## src/design/uleb_pkg.sv

```systemverilog
// Purpose: shared constants and types of the block
// Assumes: 8-bit registers on a plain address/strobe port
// Notes: offsets are word indices of the plain register port
// Notes on behaviour
// (RQ1) detect parity, framing, overrun; raise error request
// (RQ2) reading error status clears it
// (RQ3) parity mismatch against mode sets parity flag; here only odd and even modes check it, zero mode never sets the flag
// (RQ4) missing stop bit sets framing flag
// (RQ5) new frame before buffer read sets overrun
// (RQ6) merge bit selects separate or merged error request
// (RQ7) input changes only when two samples agree
// (RQ8) receive logic lags pin by two samples
// (RQ9) powered unit drives output high when idle
// (RQ10) break trigger write starts break transmission
// (RQ11) break holds output low 13 to 20 bits
// (RQ12) break length is 13 plus field value
// (RQ13) break end: done request, trigger clears
// (RQ14) transmitter idles until new data or trigger
// (RQ15) break-receive trigger write enables break reception
// (RQ16) break reception detects start bit normally
// (RQ17) break of 11+ bits: done, clear trigger, flag
// (RQ18) no error flags during break reception
// (RQ19) receive buffer untouched during break reception
// (RQ20) short break: no request, keep waiting
// (RQ21) clock selector, separate 8-bit transmit, receive counters
// (RQ22) stop bit: done request, buffer written unless overrun
// (RQ23) receiver always uses a single stop bit
// (RQ24) software reads status before buffer after errors
package uleb_pkg;
  // ----------------------------------------------------------------
  // register map
  // ----------------------------------------------------------------
  localparam logic [2:0] OFS_MODE = 3'h0;
  localparam logic [2:0] OFS_CTRL = 3'h1;
  localparam logic [2:0] OFS_STAT = 3'h2;
  localparam logic [2:0] OFS_RXBUF = 3'h3;
  localparam logic [2:0] OFS_TXBUF = 3'h4;
  localparam logic [2:0] OFS_BRG_TX = 3'h5;
  localparam logic [2:0] OFS_BRG_RX = 3'h6;
  localparam logic [2:0] OFS_CLKSEL = 3'h7;

  // ----------------------------------------------------------------
  // field positions
  // ----------------------------------------------------------------
  localparam int MODE_POWER = 7;
  localparam int MODE_TXEN = 6;
  localparam int MODE_RXEN = 5;
  localparam int MODE_PAR_HI = 4;
  localparam int MODE_PAR_LO = 3;
  localparam int MODE_MERGE = 0;
  localparam int CTRL_BRK_FLAG = 7;
  localparam int CTRL_BRK_RX = 6;
  localparam int CTRL_BRK_TX = 5;
  localparam int CTRL_LEN_HI = 4;
  localparam int CTRL_LEN_LO = 2;
  localparam int STAT_PAR = 2;
  localparam int STAT_FRM = 1;
  localparam int STAT_OVR = 0;

  // ----------------------------------------------------------------
  // reset values and counts
  // ----------------------------------------------------------------
  localparam logic [7:0] RST_RXBUF = 8'hFF;
  localparam logic [7:0] RST_BRG = 8'hFF;
  localparam logic [3:0] CLKSEL_MAX = 4'hA;
  localparam logic [4:0] BREAK_BASE = 5'h0D;
  localparam logic [4:0] BREAK_MIN_RX = 5'h0B;
  localparam logic [2:0] LAST_DATA_BIT = 3'h7;

  // parity modes
  typedef enum logic [1:0] {
    ULEB_PAR_NONE = 2'h0,
    ULEB_PAR_ZERO = 2'h1,
    ULEB_PAR_ODD = 2'h2,
    ULEB_PAR_EVEN = 2'h3
  } uleb_par_e;

  // receiver and transmitter states, gray from idle through parity to stop
  typedef enum logic [2:0] {
    ULEB_RX_IDLE = 3'h0,
    ULEB_RX_START = 3'h1,
    ULEB_RX_DATA = 3'h3,
    ULEB_RX_PAR = 3'h2,
    ULEB_RX_STOP = 3'h6,
    ULEB_RX_BRK = 3'h7
  } uleb_rx_e;

  typedef enum logic [2:0] {
    ULEB_TX_IDLE = 3'h0,
    ULEB_TX_START = 3'h1,
    ULEB_TX_DATA = 3'h3,
    ULEB_TX_PAR = 3'h2,
    ULEB_TX_STOP = 3'h6,
    ULEB_TX_BRK = 3'h4
  } uleb_tx_e;

  // register port request
  typedef struct packed {
    logic [2:0] addr;
    logic [7:0] wdata;
    logic wr;
    logic rd;
  } uleb_req_s;

  // interrupt request pulses
  typedef struct packed {
    logic rx_done_irq;
    logic rx_error_irq;
    logic tx_done_irq;
  } uleb_irq_s;
endpackage

```

## src/design/uleb_top.sv

```systemverilog
// Purpose: receive error reporting, input noise filter and line-break send/receive
// Assumes: one 100 MHz clock; serial input synchronous to it; 8 data bits, LSB first
// Notes: bit time is 2*k base-clock ticks, base clock is clk_sys divided by 2^sel, sel above 10 taken as 10
//
// Added by the designer: the address map and the address-and-strobe port.
`timescale 1ns/1ps
module uleb_top (
  input wire logic clk_sys,
  input wire logic rst_b,
  input wire uleb_pkg::uleb_req_s bus_req,
  output logic [7:0] rd_data,
  input wire logic serial_in_pin,
  output logic serial_out_pin,
  output uleb_pkg::uleb_irq_s irq
);
  // ----------------------------------------------------------------
  // registers
  // ----------------------------------------------------------------
  logic [7:0] serial_mode_reg_ff;
  logic [2:0] break_length_field_ff;
  logic break_tx_trigger_ff;
  logic break_rx_trigger_ff;
  logic break_rx_flag_ff;
  logic [2:0] rx_error_status_reg_ff;
  logic [7:0] rx_buffer_ff;
  logic [7:0] tx_buffer_ff;
  logic [7:0] brg_tx_ff;
  logic [7:0] brg_rx_ff;
  logic [3:0] clksel_ff;
  logic unread_ff;
  logic [7:0] rd_data_ff;
  uleb_pkg::uleb_irq_s irq_ff;

  // mode decode
  wire unit_power_bit = serial_mode_reg_ff[uleb_pkg::MODE_POWER];
  wire tx_enable_bit = serial_mode_reg_ff[uleb_pkg::MODE_TXEN];
  wire rx_enable_bit = serial_mode_reg_ff[uleb_pkg::MODE_RXEN];
  wire error_irq_merge_bit = serial_mode_reg_ff[uleb_pkg::MODE_MERGE];
  wire [1:0] par_mode = serial_mode_reg_ff[uleb_pkg::MODE_PAR_HI:uleb_pkg::MODE_PAR_LO];
  wire tx_on = unit_power_bit & tx_enable_bit;
  wire rx_on = unit_power_bit & rx_enable_bit;
  wire par_used = (par_mode != uleb_pkg::ULEB_PAR_NONE);

  // bus decode
  wire wr_mode = bus_req.wr & (bus_req.addr == uleb_pkg::OFS_MODE);
  wire wr_ctrl = bus_req.wr & (bus_req.addr == uleb_pkg::OFS_CTRL);
  wire wr_txbuf = bus_req.wr & (bus_req.addr == uleb_pkg::OFS_TXBUF);
  wire rd_stat = bus_req.rd & (bus_req.addr == uleb_pkg::OFS_STAT);
  wire rd_rxbuf = bus_req.rd & (bus_req.addr == uleb_pkg::OFS_RXBUF);

  // ----------------------------------------------------------------
  // base clock selector
  // ----------------------------------------------------------------
  // low prescaler bits that must be zero for a tick; clamped selector
  function automatic logic [9:0] sel_mask(input logic [3:0] sel);
    logic [3:0] s;
    s = (sel > uleb_pkg::CLKSEL_MAX) ? uleb_pkg::CLKSEL_MAX : sel;
    sel_mask = 10'(~(10'h3FF << s));
  endfunction

  logic [9:0] pre_ff;
  wire [9:0] pre_mask = sel_mask(clksel_ff);
  wire tick = unit_power_bit & ((pre_ff & pre_mask) == 10'h000); // RQ21

  // base clock stands still while the unit is unpowered
  always_ff @(posedge clk_sys or negedge rst_b) begin
    if (!rst_b) begin
      pre_ff <= 10'h000;
    end else begin
      pre_ff <= unit_power_bit ? 10'(pre_ff + 10'h001) : 10'h000;
    end
  end

  // ----------------------------------------------------------------
  // noise filter
  // ----------------------------------------------------------------
  logic smp0_ff;
  logic smp1_ff;
  logic serial_in_signal_ff;

  // two agreeing samples needed; costs two ticks of latency
  always_ff @(posedge clk_sys or negedge rst_b) begin
    if (!rst_b) begin
      smp0_ff <= 1'b1;
      smp1_ff <= 1'b1;
      serial_in_signal_ff <= 1'b1;
    end else if (tick) begin
      smp0_ff <= serial_in_pin; // RQ7
      smp1_ff <= smp0_ff;
      if (smp0_ff == smp1_ff) begin
        serial_in_signal_ff <= smp1_ff; // RQ8
      end
    end
  end

  // ----------------------------------------------------------------
  // receiver
  // ----------------------------------------------------------------
  uleb_pkg::uleb_rx_e rx_st_ff;
  logic [8:0] rx_cnt_ff;
  logic [2:0] rx_bit_ff;
  logic [7:0] rx_shift_reg_ff;
  logic rx_pe_ff;
  logic [4:0] brk_width_ff;

  wire rxd = serial_in_signal_ff;
  wire rx_start_edge = (rx_st_ff == uleb_pkg::ULEB_RX_IDLE) & ~rxd;
  wire rx_half = (rx_cnt_ff == 9'({1'b0, brg_rx_ff} - 9'h001));
  wire rx_full = (rx_cnt_ff == 9'({brg_rx_ff, 1'b0} - 9'h001));
  wire rx_smp_start = tick & (rx_st_ff == uleb_pkg::ULEB_RX_START) & rx_half;
  wire rx_smp_bit = tick & (rx_st_ff != uleb_pkg::ULEB_RX_START) & rx_full;
  wire rx_stop_evt = rx_smp_bit & (rx_st_ff == uleb_pkg::ULEB_RX_STOP);
  wire brk_end = rx_smp_bit & (rx_st_ff == uleb_pkg::ULEB_RX_BRK) & rxd;
  wire brk_ok = brk_end & (brk_width_ff >= uleb_pkg::BREAK_MIN_RX); // RQ17
  wire par_calc = ^rx_shift_reg_ff ^ rxd;
  wire par_bad = ((par_mode == uleb_pkg::ULEB_PAR_EVEN) & par_calc) |
                 ((par_mode == uleb_pkg::ULEB_PAR_ODD) & ~par_calc); // RQ3

  // error causes, taken at the one stop bit
  wire err_frm = ~rxd; // RQ4 RQ23
  wire err_ovr = unread_ff; // RQ5
  wire [2:0] err_set = rx_stop_evt ? {rx_pe_ff, err_frm, err_ovr} : 3'h0; // RQ1
  wire err_any = |err_set;
  wire rx_write = rx_stop_evt & ~err_ovr; // RQ22

  // receive shifting; the counter is cleared while off and at each start edge
  always_ff @(posedge clk_sys or negedge rst_b) begin
    if (!rst_b) begin
      rx_st_ff <= uleb_pkg::ULEB_RX_IDLE;
      rx_cnt_ff <= 9'h000;
      rx_bit_ff <= 3'h0;
      rx_shift_reg_ff <= 8'h00;
      rx_pe_ff <= 1'b0;
      brk_width_ff <= 5'h00;
    end else if (!rx_on) begin
      rx_st_ff <= uleb_pkg::ULEB_RX_IDLE;
      rx_cnt_ff <= 9'h000;
    end else if (tick) begin
      rx_cnt_ff <= (rx_smp_start | rx_smp_bit | rx_start_edge) ? 9'h000 :
                   9'(rx_cnt_ff + 9'h001);
      case (rx_st_ff)
        uleb_pkg::ULEB_RX_IDLE: begin
          if (~rxd) begin
            rx_st_ff <= uleb_pkg::ULEB_RX_START; // RQ16
          end
        end
        uleb_pkg::ULEB_RX_START: begin
          if (rx_half) begin
            rx_bit_ff <= 3'h0;
            rx_pe_ff <= 1'b0;
            brk_width_ff <= 5'h01;
            if (rxd) begin
              rx_st_ff <= uleb_pkg::ULEB_RX_IDLE;
            end else if (break_rx_trigger_ff) begin
              rx_st_ff <= uleb_pkg::ULEB_RX_BRK; // RQ16
            end else begin
              rx_st_ff <= uleb_pkg::ULEB_RX_DATA;
            end
          end
        end
        uleb_pkg::ULEB_RX_DATA: begin
          if (rx_full) begin
            rx_shift_reg_ff <= {rxd, rx_shift_reg_ff[7:1]};
            rx_bit_ff <= 3'(rx_bit_ff + 3'h1);
            if (rx_bit_ff == uleb_pkg::LAST_DATA_BIT) begin
              rx_st_ff <= par_used ? uleb_pkg::ULEB_RX_PAR : uleb_pkg::ULEB_RX_STOP;
            end
          end
        end
        uleb_pkg::ULEB_RX_PAR: begin
          if (rx_full) begin
            rx_pe_ff <= par_bad;
            rx_st_ff <= uleb_pkg::ULEB_RX_STOP;
          end
        end
        uleb_pkg::ULEB_RX_STOP: begin
          if (rx_full) begin
            rx_st_ff <= uleb_pkg::ULEB_RX_IDLE;
          end
        end
        uleb_pkg::ULEB_RX_BRK: begin
          if (rx_full) begin
            if (rxd) begin
              rx_st_ff <= uleb_pkg::ULEB_RX_IDLE; // RQ20
            end else if (brk_width_ff != 5'h1F) begin
              brk_width_ff <= 5'(brk_width_ff + 5'h01);
            end
          end
        end
        default: begin
          rx_st_ff <= uleb_pkg::ULEB_RX_IDLE;
        end
      endcase
    end
  end

  // ----------------------------------------------------------------
  // transmitter
  // ----------------------------------------------------------------
  uleb_pkg::uleb_tx_e tx_st_ff;
  logic [8:0] tx_cnt_ff;
  logic [4:0] tx_bit_ff;
  logic [7:0] tx_shift_ff;
  logic tx_out_ff;

  wire tx_idle = (tx_st_ff == uleb_pkg::ULEB_TX_IDLE);
  wire tx_load = tx_on & tx_idle & wr_txbuf; // RQ14
  wire brk_go = tx_on & tx_idle & wr_ctrl & bus_req.wdata[uleb_pkg::CTRL_BRK_TX]; // RQ10
  wire tx_full = (tx_cnt_ff == 9'({brg_tx_ff, 1'b0} - 9'h001));
  wire tx_edge = tick & tx_full;
  wire tx_par = (par_mode == uleb_pkg::ULEB_PAR_EVEN) ? ^tx_buffer_ff :
                (par_mode == uleb_pkg::ULEB_PAR_ODD) ? ~^tx_buffer_ff : 1'b0;
  wire [4:0] brk_len = 5'(uleb_pkg::BREAK_BASE + {2'b00, break_length_field_ff}); // RQ12
  wire tx_frame_end = tx_edge & (tx_st_ff == uleb_pkg::ULEB_TX_STOP);
  wire brk_tx_end = tx_edge & (tx_st_ff == uleb_pkg::ULEB_TX_BRK) &
                    (tx_bit_ff == 5'(brk_len - 5'h01)); // RQ11

  // transmit sequencing; counter cleared when off and on each start
  always_ff @(posedge clk_sys or negedge rst_b) begin
    if (!rst_b) begin
      tx_st_ff <= uleb_pkg::ULEB_TX_IDLE;
      tx_cnt_ff <= 9'h000;
      tx_bit_ff <= 5'h00;
      tx_shift_ff <= 8'h00;
    end else if (!tx_on) begin
      tx_st_ff <= uleb_pkg::ULEB_TX_IDLE;
      tx_cnt_ff <= 9'h000;
    end else if (tx_load | brk_go) begin
      tx_st_ff <= tx_load ? uleb_pkg::ULEB_TX_START : uleb_pkg::ULEB_TX_BRK;
      tx_shift_ff <= bus_req.wdata;
      tx_cnt_ff <= 9'h000;
      tx_bit_ff <= 5'h00;
    end else if (tick) begin
      tx_cnt_ff <= tx_full ? 9'h000 : 9'(tx_cnt_ff + 9'h001);
      if (tx_full) begin
        case (tx_st_ff)
          uleb_pkg::ULEB_TX_START: begin
            tx_st_ff <= uleb_pkg::ULEB_TX_DATA;
          end
          uleb_pkg::ULEB_TX_DATA: begin
            tx_shift_ff <= {1'b1, tx_shift_ff[7:1]};
            tx_bit_ff <= 5'(tx_bit_ff + 5'h01);
            if (tx_bit_ff[2:0] == uleb_pkg::LAST_DATA_BIT) begin
              tx_st_ff <= par_used ? uleb_pkg::ULEB_TX_PAR : uleb_pkg::ULEB_TX_STOP;
            end
          end
          uleb_pkg::ULEB_TX_PAR: begin
            tx_st_ff <= uleb_pkg::ULEB_TX_STOP;
          end
          uleb_pkg::ULEB_TX_STOP: begin
            tx_st_ff <= uleb_pkg::ULEB_TX_IDLE; // RQ14
          end
          uleb_pkg::ULEB_TX_BRK: begin
            tx_bit_ff <= 5'(tx_bit_ff + 5'h01);
            if (brk_tx_end) begin
              tx_st_ff <= uleb_pkg::ULEB_TX_IDLE; // RQ13
            end
          end
          default: begin
            tx_st_ff <= uleb_pkg::ULEB_TX_IDLE;
          end
        endcase
      end
    end
  end

  // line level per state; idle and unpowered stay high
  wire tx_level = (tx_st_ff == uleb_pkg::ULEB_TX_START) ? 1'b0 :
                  (tx_st_ff == uleb_pkg::ULEB_TX_DATA) ? tx_shift_ff[0] :
                  (tx_st_ff == uleb_pkg::ULEB_TX_PAR) ? tx_par :
                  (tx_st_ff == uleb_pkg::ULEB_TX_BRK) ? 1'b0 : 1'b1; // RQ9 RQ11

  always_ff @(posedge clk_sys or negedge rst_b) begin
    if (!rst_b) begin
      tx_out_ff <= 1'b1;
    end else begin
      tx_out_ff <= tx_on ? tx_level : 1'b1; // RQ9
    end
  end

  // ----------------------------------------------------------------
  // software registers
  // ----------------------------------------------------------------
  // error set wins over a read-clear in the same cycle
  wire [2:0] nxt_status = (rd_stat ? 3'h0 : rx_error_status_reg_ff) | err_set; // RQ2 RQ18
  wire nxt_unread = (unread_ff & ~rd_rxbuf) | rx_write;

  always_ff @(posedge clk_sys or negedge rst_b) begin
    if (!rst_b) begin
      serial_mode_reg_ff <= 8'h00;
      break_length_field_ff <= 3'h0;
      break_tx_trigger_ff <= 1'b0;
      break_rx_trigger_ff <= 1'b0;
      break_rx_flag_ff <= 1'b0;
      rx_error_status_reg_ff <= 3'h0;
      rx_buffer_ff <= uleb_pkg::RST_RXBUF;
      tx_buffer_ff <= 8'h00;
      brg_tx_ff <= uleb_pkg::RST_BRG;
      brg_rx_ff <= uleb_pkg::RST_BRG;
      clksel_ff <= 4'h0;
      unread_ff <= 1'b0;
    end else begin
      rx_error_status_reg_ff <= nxt_status;
      unread_ff <= nxt_unread;
      if (rx_write) begin
        rx_buffer_ff <= rx_shift_reg_ff; // RQ19 RQ22
      end
      if (wr_mode) begin
        serial_mode_reg_ff <= bus_req.wdata;
      end
      if (wr_ctrl) begin
        break_length_field_ff <= bus_req.wdata[uleb_pkg::CTRL_LEN_HI:uleb_pkg::CTRL_LEN_LO];
      end
      if (tx_load) begin
        tx_buffer_ff <= bus_req.wdata;
      end
      if (bus_req.wr & (bus_req.addr == uleb_pkg::OFS_BRG_TX)) begin
        brg_tx_ff <= bus_req.wdata; // RQ21
      end
      if (bus_req.wr & (bus_req.addr == uleb_pkg::OFS_BRG_RX)) begin
        brg_rx_ff <= bus_req.wdata; // RQ21
      end
      if (bus_req.wr & (bus_req.addr == uleb_pkg::OFS_CLKSEL)) begin
        clksel_ff <= bus_req.wdata[3:0];
      end
      // transmit trigger self-clears at break end
      if (brk_go) begin
        break_tx_trigger_ff <= 1'b1;
      end else if (brk_tx_end | ~tx_on) begin
        break_tx_trigger_ff <= 1'b0; // RQ13
      end
      // receive trigger and flag persist until a long break
      if (wr_ctrl & rx_on & bus_req.wdata[uleb_pkg::CTRL_BRK_RX]) begin
        break_rx_trigger_ff <= 1'b1; // RQ15
      end else if (brk_ok) begin
        break_rx_trigger_ff <= 1'b0; // RQ17
      end
      if (rx_smp_start & ~rxd & break_rx_trigger_ff) begin
        break_rx_flag_ff <= 1'b1;
      end else if (brk_ok) begin
        break_rx_flag_ff <= 1'b0; // RQ17
      end
    end
  end

  // ----------------------------------------------------------------
  // read data and requests
  // ----------------------------------------------------------------
  wire [7:0] ctrl_view = {break_rx_flag_ff, break_rx_trigger_ff, break_tx_trigger_ff,
                          break_length_field_ff, 2'b00};
  wire [7:0] rd_mux = (bus_req.addr == uleb_pkg::OFS_MODE) ? serial_mode_reg_ff :
                      (bus_req.addr == uleb_pkg::OFS_CTRL) ? ctrl_view :
                      (bus_req.addr == uleb_pkg::OFS_STAT) ? {5'h00, rx_error_status_reg_ff} :
                      (bus_req.addr == uleb_pkg::OFS_RXBUF) ? rx_buffer_ff :
                      (bus_req.addr == uleb_pkg::OFS_TXBUF) ? tx_buffer_ff :
                      (bus_req.addr == uleb_pkg::OFS_BRG_TX) ? brg_tx_ff :
                      (bus_req.addr == uleb_pkg::OFS_BRG_RX) ? brg_rx_ff :
                      {4'h0, clksel_ff};

  // merge bit folds errors into done, else they go apart
  wire nxt_rx_done = (rx_stop_evt & (error_irq_merge_bit | ~err_any)) | brk_ok; // RQ6 RQ17
  wire nxt_rx_err = rx_stop_evt & ~error_irq_merge_bit & err_any; // RQ1 RQ6

  always_ff @(posedge clk_sys or negedge rst_b) begin
    if (!rst_b) begin
      rd_data_ff <= 8'h00;
      irq_ff <= '0;
    end else begin
      rd_data_ff <= bus_req.rd ? rd_mux : 8'h00;
      irq_ff.rx_done_irq <= nxt_rx_done;
      irq_ff.rx_error_irq <= nxt_rx_err;
      irq_ff.tx_done_irq <= tx_frame_end | brk_tx_end; // RQ13
    end
  end

  assign rd_data = rd_data_ff;
  assign irq = irq_ff;
  assign serial_out_pin = tx_out_ff;
endmodule

```

## config.mk

```make
export PLATFORM = sky130hd
export DESIGN_NAME = uleb_top
export DESIGN_NICKNAME = d
export VERILOG_FILES = /design/src/design/uleb_pkg.sv /design/src/design/uleb_top.sv
export SDC_FILE = /design/constraint.sdc
export NUM_CORES = 1
export LEC_CHECK = 0
export ABC_AREA = 1
export BUFFER_PORTS_ARGS = -buffer_cell sky130_fd_sc_hd__buf_2
export CAP_MARGIN = 30
export CORE_MARGIN = 8
export CORE_UTILIZATION = 47
export DETAILED_ROUTE_END_ITERATION = 16
export GPL_ROUTABILITY_DRIVEN = 0
export MAX_ROUTING_LAYER = met4
export PLACE_DENSITY_LB_ADDON = 0.12
export SKIP_CTS_REPAIR_TIMING = 1
export SYNTH_ARGS = -nofsm -noshare
export SYNTH_HDL_FRONTEND = slang
export SYNTH_SLANG_ARGS = --single-unit
```

## constraint.sdc

```tcl
create_clock -name clk_sys -period 2.5 [get_ports clk_sys]
set_clock_uncertainty 0.1 [all_clocks]
set_input_delay 0.25 -clock clk_sys [delete_from_list [all_inputs] [get_ports clk_sys]]
set_output_delay 0.25 -clock clk_sys [all_outputs]
set_load 0.03 [all_outputs]
```

# [Yosys cells after proc, flatten, opt, wreduce, memory -nomap -nowiden]
# Cells that the tools add are included.
[op_classes] n_addsub=11 n_lt_le_gt_ge=2 eq_ne=47 shifts=1 mux=72 bitwise=59 reduce_logical=29
[ops] cell="$mux 8" n=12
[ops] cell="$mux 3" n=24
[ops] cell="$mux 9" n=7
[ops] cell="$mux 5" n=8
[ops] cell="$and 1x1->1" n=39
[ops] cell="$eq 3x3->1 const B" n=10
[ops] cell="$eq 9x9->1" n=3
[ops] cell="$ne 3x3->1 const B" n=8
[ops] cell="$reduce_bool 2->1" n=11
[ops] cell="$add 9x1->9 const B" n=2
[ops] cell="$eq 3x2->1 const B" n=6
[ops] cell="$pmux 3 s6" n=1
[ops] cell="$sub 9x1->9 const B" n=2
[ops] cell="$reduce_and 4->1" n=4
[ops] cell="$reduce_xor 8->1" n=2
[ops] cell="$mux 1" n=14
[ops] cell="$pmux 3 s4" n=1
[ops] cell="$add 10x1->10 const B" n=1
[ops] cell="$add 5x1->5 const B" n=2
[ops] cell="$and 10x10->10" n=1
[ops] cell="$logic_not 10->1" n=1
[ops] cell="$mux 10" n=1
[ops] cell="$ne 2x2->1 const B" n=5
[ops] cell="$not 10->10" n=1
[ops] cell="other kinds (32)" n=55
[word_totals] reg_bits=133 in_bits=16 output_inout_bits=12 wordCells=252

# [Longest topological paths before layout]
[depth] depth_word=16 ltp_mapped=19 mapped_depth_nobuf=18

# [Least setup slack after synthesis]
# No wires, ideal clock.
[synth_path] path_kind="reg-to-reg" startpoint="reg brg_rx_ff[0]" endpoint="reg rx_buffer_ff[6]" setup_time_ns=0.076 arrival_time_ns=2.213 required_ns=2.324 setup_slack_ns=0.111 path_stages_with_launch=19 n_path_buf=2 synth_period_minus_slack_ns=2.389 path_cell_list="dfstp_2 > inv_2 > ha_1 > buf_2 > inv_1 > nand2_1 > nand3_1 > nand2_1 > inv_1 > nand2_1 > nor2_2 > nand3_2 > nor2_4 > nand2_4 > nor3_4 > nand2_4 > buf_6 > nand2_2 > o21ai_2"
[synth_via] elab_chain_len=5
[synth_lines] element="start, declared" line="uleb_top.sv:28" source="logic [7:0] brg_rx_ff;"
[synth_lines] element="start signal, assigned" line="uleb_top.sv:299" source="brg_rx_ff <= uleb_pkg::RST_BRG;"
[synth_lines] element="start signal, assigned" line="uleb_top.sv:321" source="brg_rx_ff <= bus_req.wdata;"
[synth_lines] element="$sub 9x1->9" line="uleb_top.sv:109" source="wire rx_full = (rx_cnt_ff == 9'({brg_rx_ff, 1'b0} - 9'h001));"
[synth_lines] element="$eq 9x9->1" line="uleb_top.sv:109"
[synth_lines] element="$and 1x1->1" line="uleb_top.sv:111" source="wire rx_smp_bit = tick & (rx_st_ff != uleb_pkg::ULEB_RX_START) & rx_full;"
[synth_lines] element="$and 1x1->1" line="uleb_top.sv:112" source="wire rx_stop_evt = rx_smp_bit & (rx_st_ff == uleb_pkg::ULEB_RX_STOP);"
[synth_lines] element="$and 1x1->1" line="uleb_top.sv:124" source="wire rx_write = rx_stop_evt & ~err_ovr;"
[synth_lines] element="end signal, assigned" line="uleb_top.sv:296" source="rx_buffer_ff <= uleb_pkg::RST_RXBUF;"
[synth_lines] element="end signal, assigned" line="uleb_top.sv:306" source="rx_buffer_ff <= rx_shift_reg_ff;"
[synth_lines] element="end, declared" line="uleb_top.sv:25" source="logic [7:0] rx_buffer_ff;"
# Every way passes these cells.
# A chain may end at the register's enable or synchronous reset.

# [Worst setup path after layout]
[layout_path] startpoint="reg brg_rx_ff[1]" endpoint="reg rx_buffer_ff[4]"
# Same word-level chain as after synthesis.

==> metrics <==
outcome finished clean; Setup-failing EPs final 0; Peak VDD IR between 0.5 and 0.6 mV; clk buf depth 2; DR DRC count 0; max-slew violations 0; CTS tree yes; Total GRT Usage 20.3%; mux cell area share after synthesis 0.131%; most common cell after layout, fill and taps aside nand2_1; Fmax between 400 and 500 MHz; Via-to-Cell Ratio roughly 5.2; Ys Warns 0; Avg Cell Area, Syn around 7.7 µm²; library cells used by synthesis between 40 and 50; initial antenna violation count 0; r2r endpoint rx_buffer_ff[4]; final worst path period share 95.9%; cell total after placement 1,246; cells after synthesis 988; gr ovfl total 0; Slew HR 68.8%; Final Power about 6.7 mW; clk root buf clkbuf_16; Worst Tran Pin Value ~0.47 ns; Final ANT Viol Nets 0; vias in the first global route about 6,300; PortBufs 27; XOR/XNOR share of the synthesized area between 5 and 6%; post-DP HPWL roughly 14,000 µm; Layout Area Growth over Synthesis 18.7%; drt first pass iters 5; main area contributors after synthesis dfrtp_1 (35%), nand2_1 (13%), dfstp_2 (9.7%); CTS sink cnt ~130; average wire per cell in the routed design 14.9 µm; number of cells on the critical path 16; die width around 140 µm; Initial Util 47.9%; Fin. Hold Viols 0; slowest CP cell dfstp_2; Final Non-Filler Cells 1,289; most frequent cells in the layout nand2_1 (251), inv_1 (105), dfrtp_1 (105), o21ai_0 (90), nor2_1 (72); Bufs and invs on worst path 4; Post-synth EDFFs 0; Adder-Cell Fraction of Synth Area between 1.5 and 2%; hold_sp bus_req[9]; arrival time at the worst endpoint roughly 2.7 ns; reg2reg path depth 16; Synth Area in Compound Gates approximately an eighth; Iteration-0 DRC Markers approximately 370; # diodes 0; #FFs+latches synth 133; Crit path max-delay family simple AND/OR/NAND/NOR gates; Fill cells around 1,500; htree depth 4; Layout Nets about 1,100; crit-path cells inv_2, ha_4, buf_4, nand3_1, nand2_1, nand3_2, inv_2, nor2_2, nand2_2, nor2_4, nand2_4, nor3_4, buf_6, nand2_4, nand2_2, o21ai_2; design area approximately 9000 µm²; worst setup path end rx_buffer_ff[4]; post-synthesis sequential area ratio about 44%; Total Wirelength 19,200 µm; CTS Buf Count 17; CP Launch Point brg_rx_ff[1]; FF+latch area between 3000 and 4000 µm²; Max FO, Critical Path 8; syn_nets approximately 1,000; Post-synth ARST share 100%; Synth Cell Area about 7600 µm²; placed cell area around 8200 µm²; footprint of the multi-input gates 3850 µm²; first-pass GRT wire length roughly 32,000 µm; RR Startpoint brg_rx_ff[1]; worst stage delay on the critical path 0.57 ns; Die H between 100 and 150 µm; worst skew pair latency approximately 0.43 ns; R2R setup slack between 0.1 and 0.15 ns; area share of the largest cell type after synthesis around a third; leakage power total approximately 4.2 nW; Max Cap Viol 0; main combinational cell family by area after synthesis simple AND/OR/NAND/NOR gates; WS Path Type reg2reg; share of cells above drive strength 1 18.5%; worst path required time about 2.8 ns; DR vias between 6,000 and 7,000; die area approximately 20,000 µm²; largest area contributor in the netlist dfrtp_1; critical path endpoint category flip-flop; leading register cell type out of synthesis dfrtp_1; Clk pin slew, worst setup/hold paths ~0.060 ns; core area ~16,000 µm²; number of cell rows 46; Tightest Hold Check Type in2reg; pwr/cell area ~740 nW/µm²; startpoint type of the worst setup path flip-flop; Post-Synth Simple-Gate Area between 20 and 30%; I/O pins 28; RSZ-0062 raised after global routing yes; post-route minimum period between 2 and 2.5 ns; largest net degree at the start of global routing 50
[final cells by class]
type / count / area share [%]
sequential: 133 / 37.2
clock inverter: 12 / 1.84
clock buffer: 20 / 5.16
timing repair buffer: 65 / 5.34
tap: 216 / 2.99
multi-input combinational: 725 / 42.5
inverter: 118 / 4.93
[worst register-to-register path, stage by stage, from the launching register on]
cell	delay, ns
dfstp_2	0.57
inv_2	0.06
ha_4	0.17
buf_4	0.14
nand3_1	0.07
nand2_1	0.09
nand3_2	0.10
inv_2	0.04
nor2_2	0.10
nand2_2	0.07
nor2_4	0.16
nand2_4	0.08
nor3_4	0.18
buf_6	0.15
nand2_4	0.09
nand2_2	0.10
o21ai_2	0.05
[flip-flops by register name (all words and copies together) (netlist names), 8 cells and up]
signal,count
pre_ff,10
rx_cnt_ff,9
tx_cnt_ff,9
brg_rx_ff,8
brg_tx_ff,8
rd_data,8
rx_buffer_ff,8
rx_shift_reg_ff,8
serial_mode_reg_ff,8
tx_buffer_ff,8
tx_shift_ff,8
[synthesized netlist by cell type (2+ instances only)]
master	number
nand2_1	260
inv_1	106
dfrtp_1	105
o21ai_0	90
nor2_1	77
nand3_1	67
nand4_1	30
dfstp_2	28
a21oi_1	26
xor2_1	25
xnor2_1	18
nor3_1	17
o21ai_1	16
nand2_2	12
ha_1	11
nor2_2	10
inv_2	9
o21ai_2	8
clkbuf_1	7
o211ai_1	6
o22ai_1	6
a31oi_1	5
buf_2	4
nand3_2	4
nor2_4	4
o2111ai_1	4
a211oi_1	3
nand2_4	3
nand3b_1	3
clkinv_1	2
nor3b_1	2
nor4_1	2
o31ai_1	2
or2_2	2
[through the flow]
step           setup slack [ns]  hold WS, ns  utilization (%)  setup TNS, ns
4_1_cts                 -0.0168       -0.366             55.7        -0.0278
3_5_place_dp            0.00197       0.0922             51.7              0
5_1_grt                 -0.0425      0.00440             56.9         -0.341
2_1_floorplan             0.111       -0.146                -              0
3_3_place_gp             0.0857       0.0849             51.7              0
6_report                  0.102      0.00245             56.9              0
[metal layers]
| layer | GRT usage, % | routed length, µm | part of all wire, % |
|---|---|---|---|
| met3 | 3.97 | 769 | 4.0 |
| met5 | - | 0 | 0 |
| met4 | 5.70 | 251 | 1.3 |
| met2 | 31.7 | 8870 | 46 |
| met1 | 26.4 | 9320 | 49 |
[where the power goes]
part | leakage, nW | switching [mW] | total, mW | internal [mW]
clock | 0.304 | 0.985 | 2.65 | 1.66
combinational | 2.22 | 0.913 | 1.44 | 0.525
sequential | 1.70 | 0.212 | 2.62 | 2.41
[logic make-up after synthesis]
group | count (synthesis)
AO/OA/AOI/OAI | 171
XOR/XNOR | 44
adder cells (fa/ha/maj) | 11
buffers and inverters | 131
flip-flops | 133
multiplexers | 1
AND/OR/NAND/NOR | 497
[worst min path at each step]
| stage | depth (start not counted) | slack, ns | to |
|---|---|---|---|
| after floorplan | 0 | -0.15 | break_length_field_ff[0] |
| after global placement | 1 | 0.08 | tx_cnt_ff[2] |
| after detailed placement | 1 | 0.09 | tx_cnt_ff[5] |
| after CTS | 1 | -0.37 | tx_cnt_ff[5] |
| after global routing | 3 | 0.004 | tx_buffer_ff[7] |
| final | 3 | 0.002 | tx_buffer_ff[7] |
(Power assumes the default switching activity.)
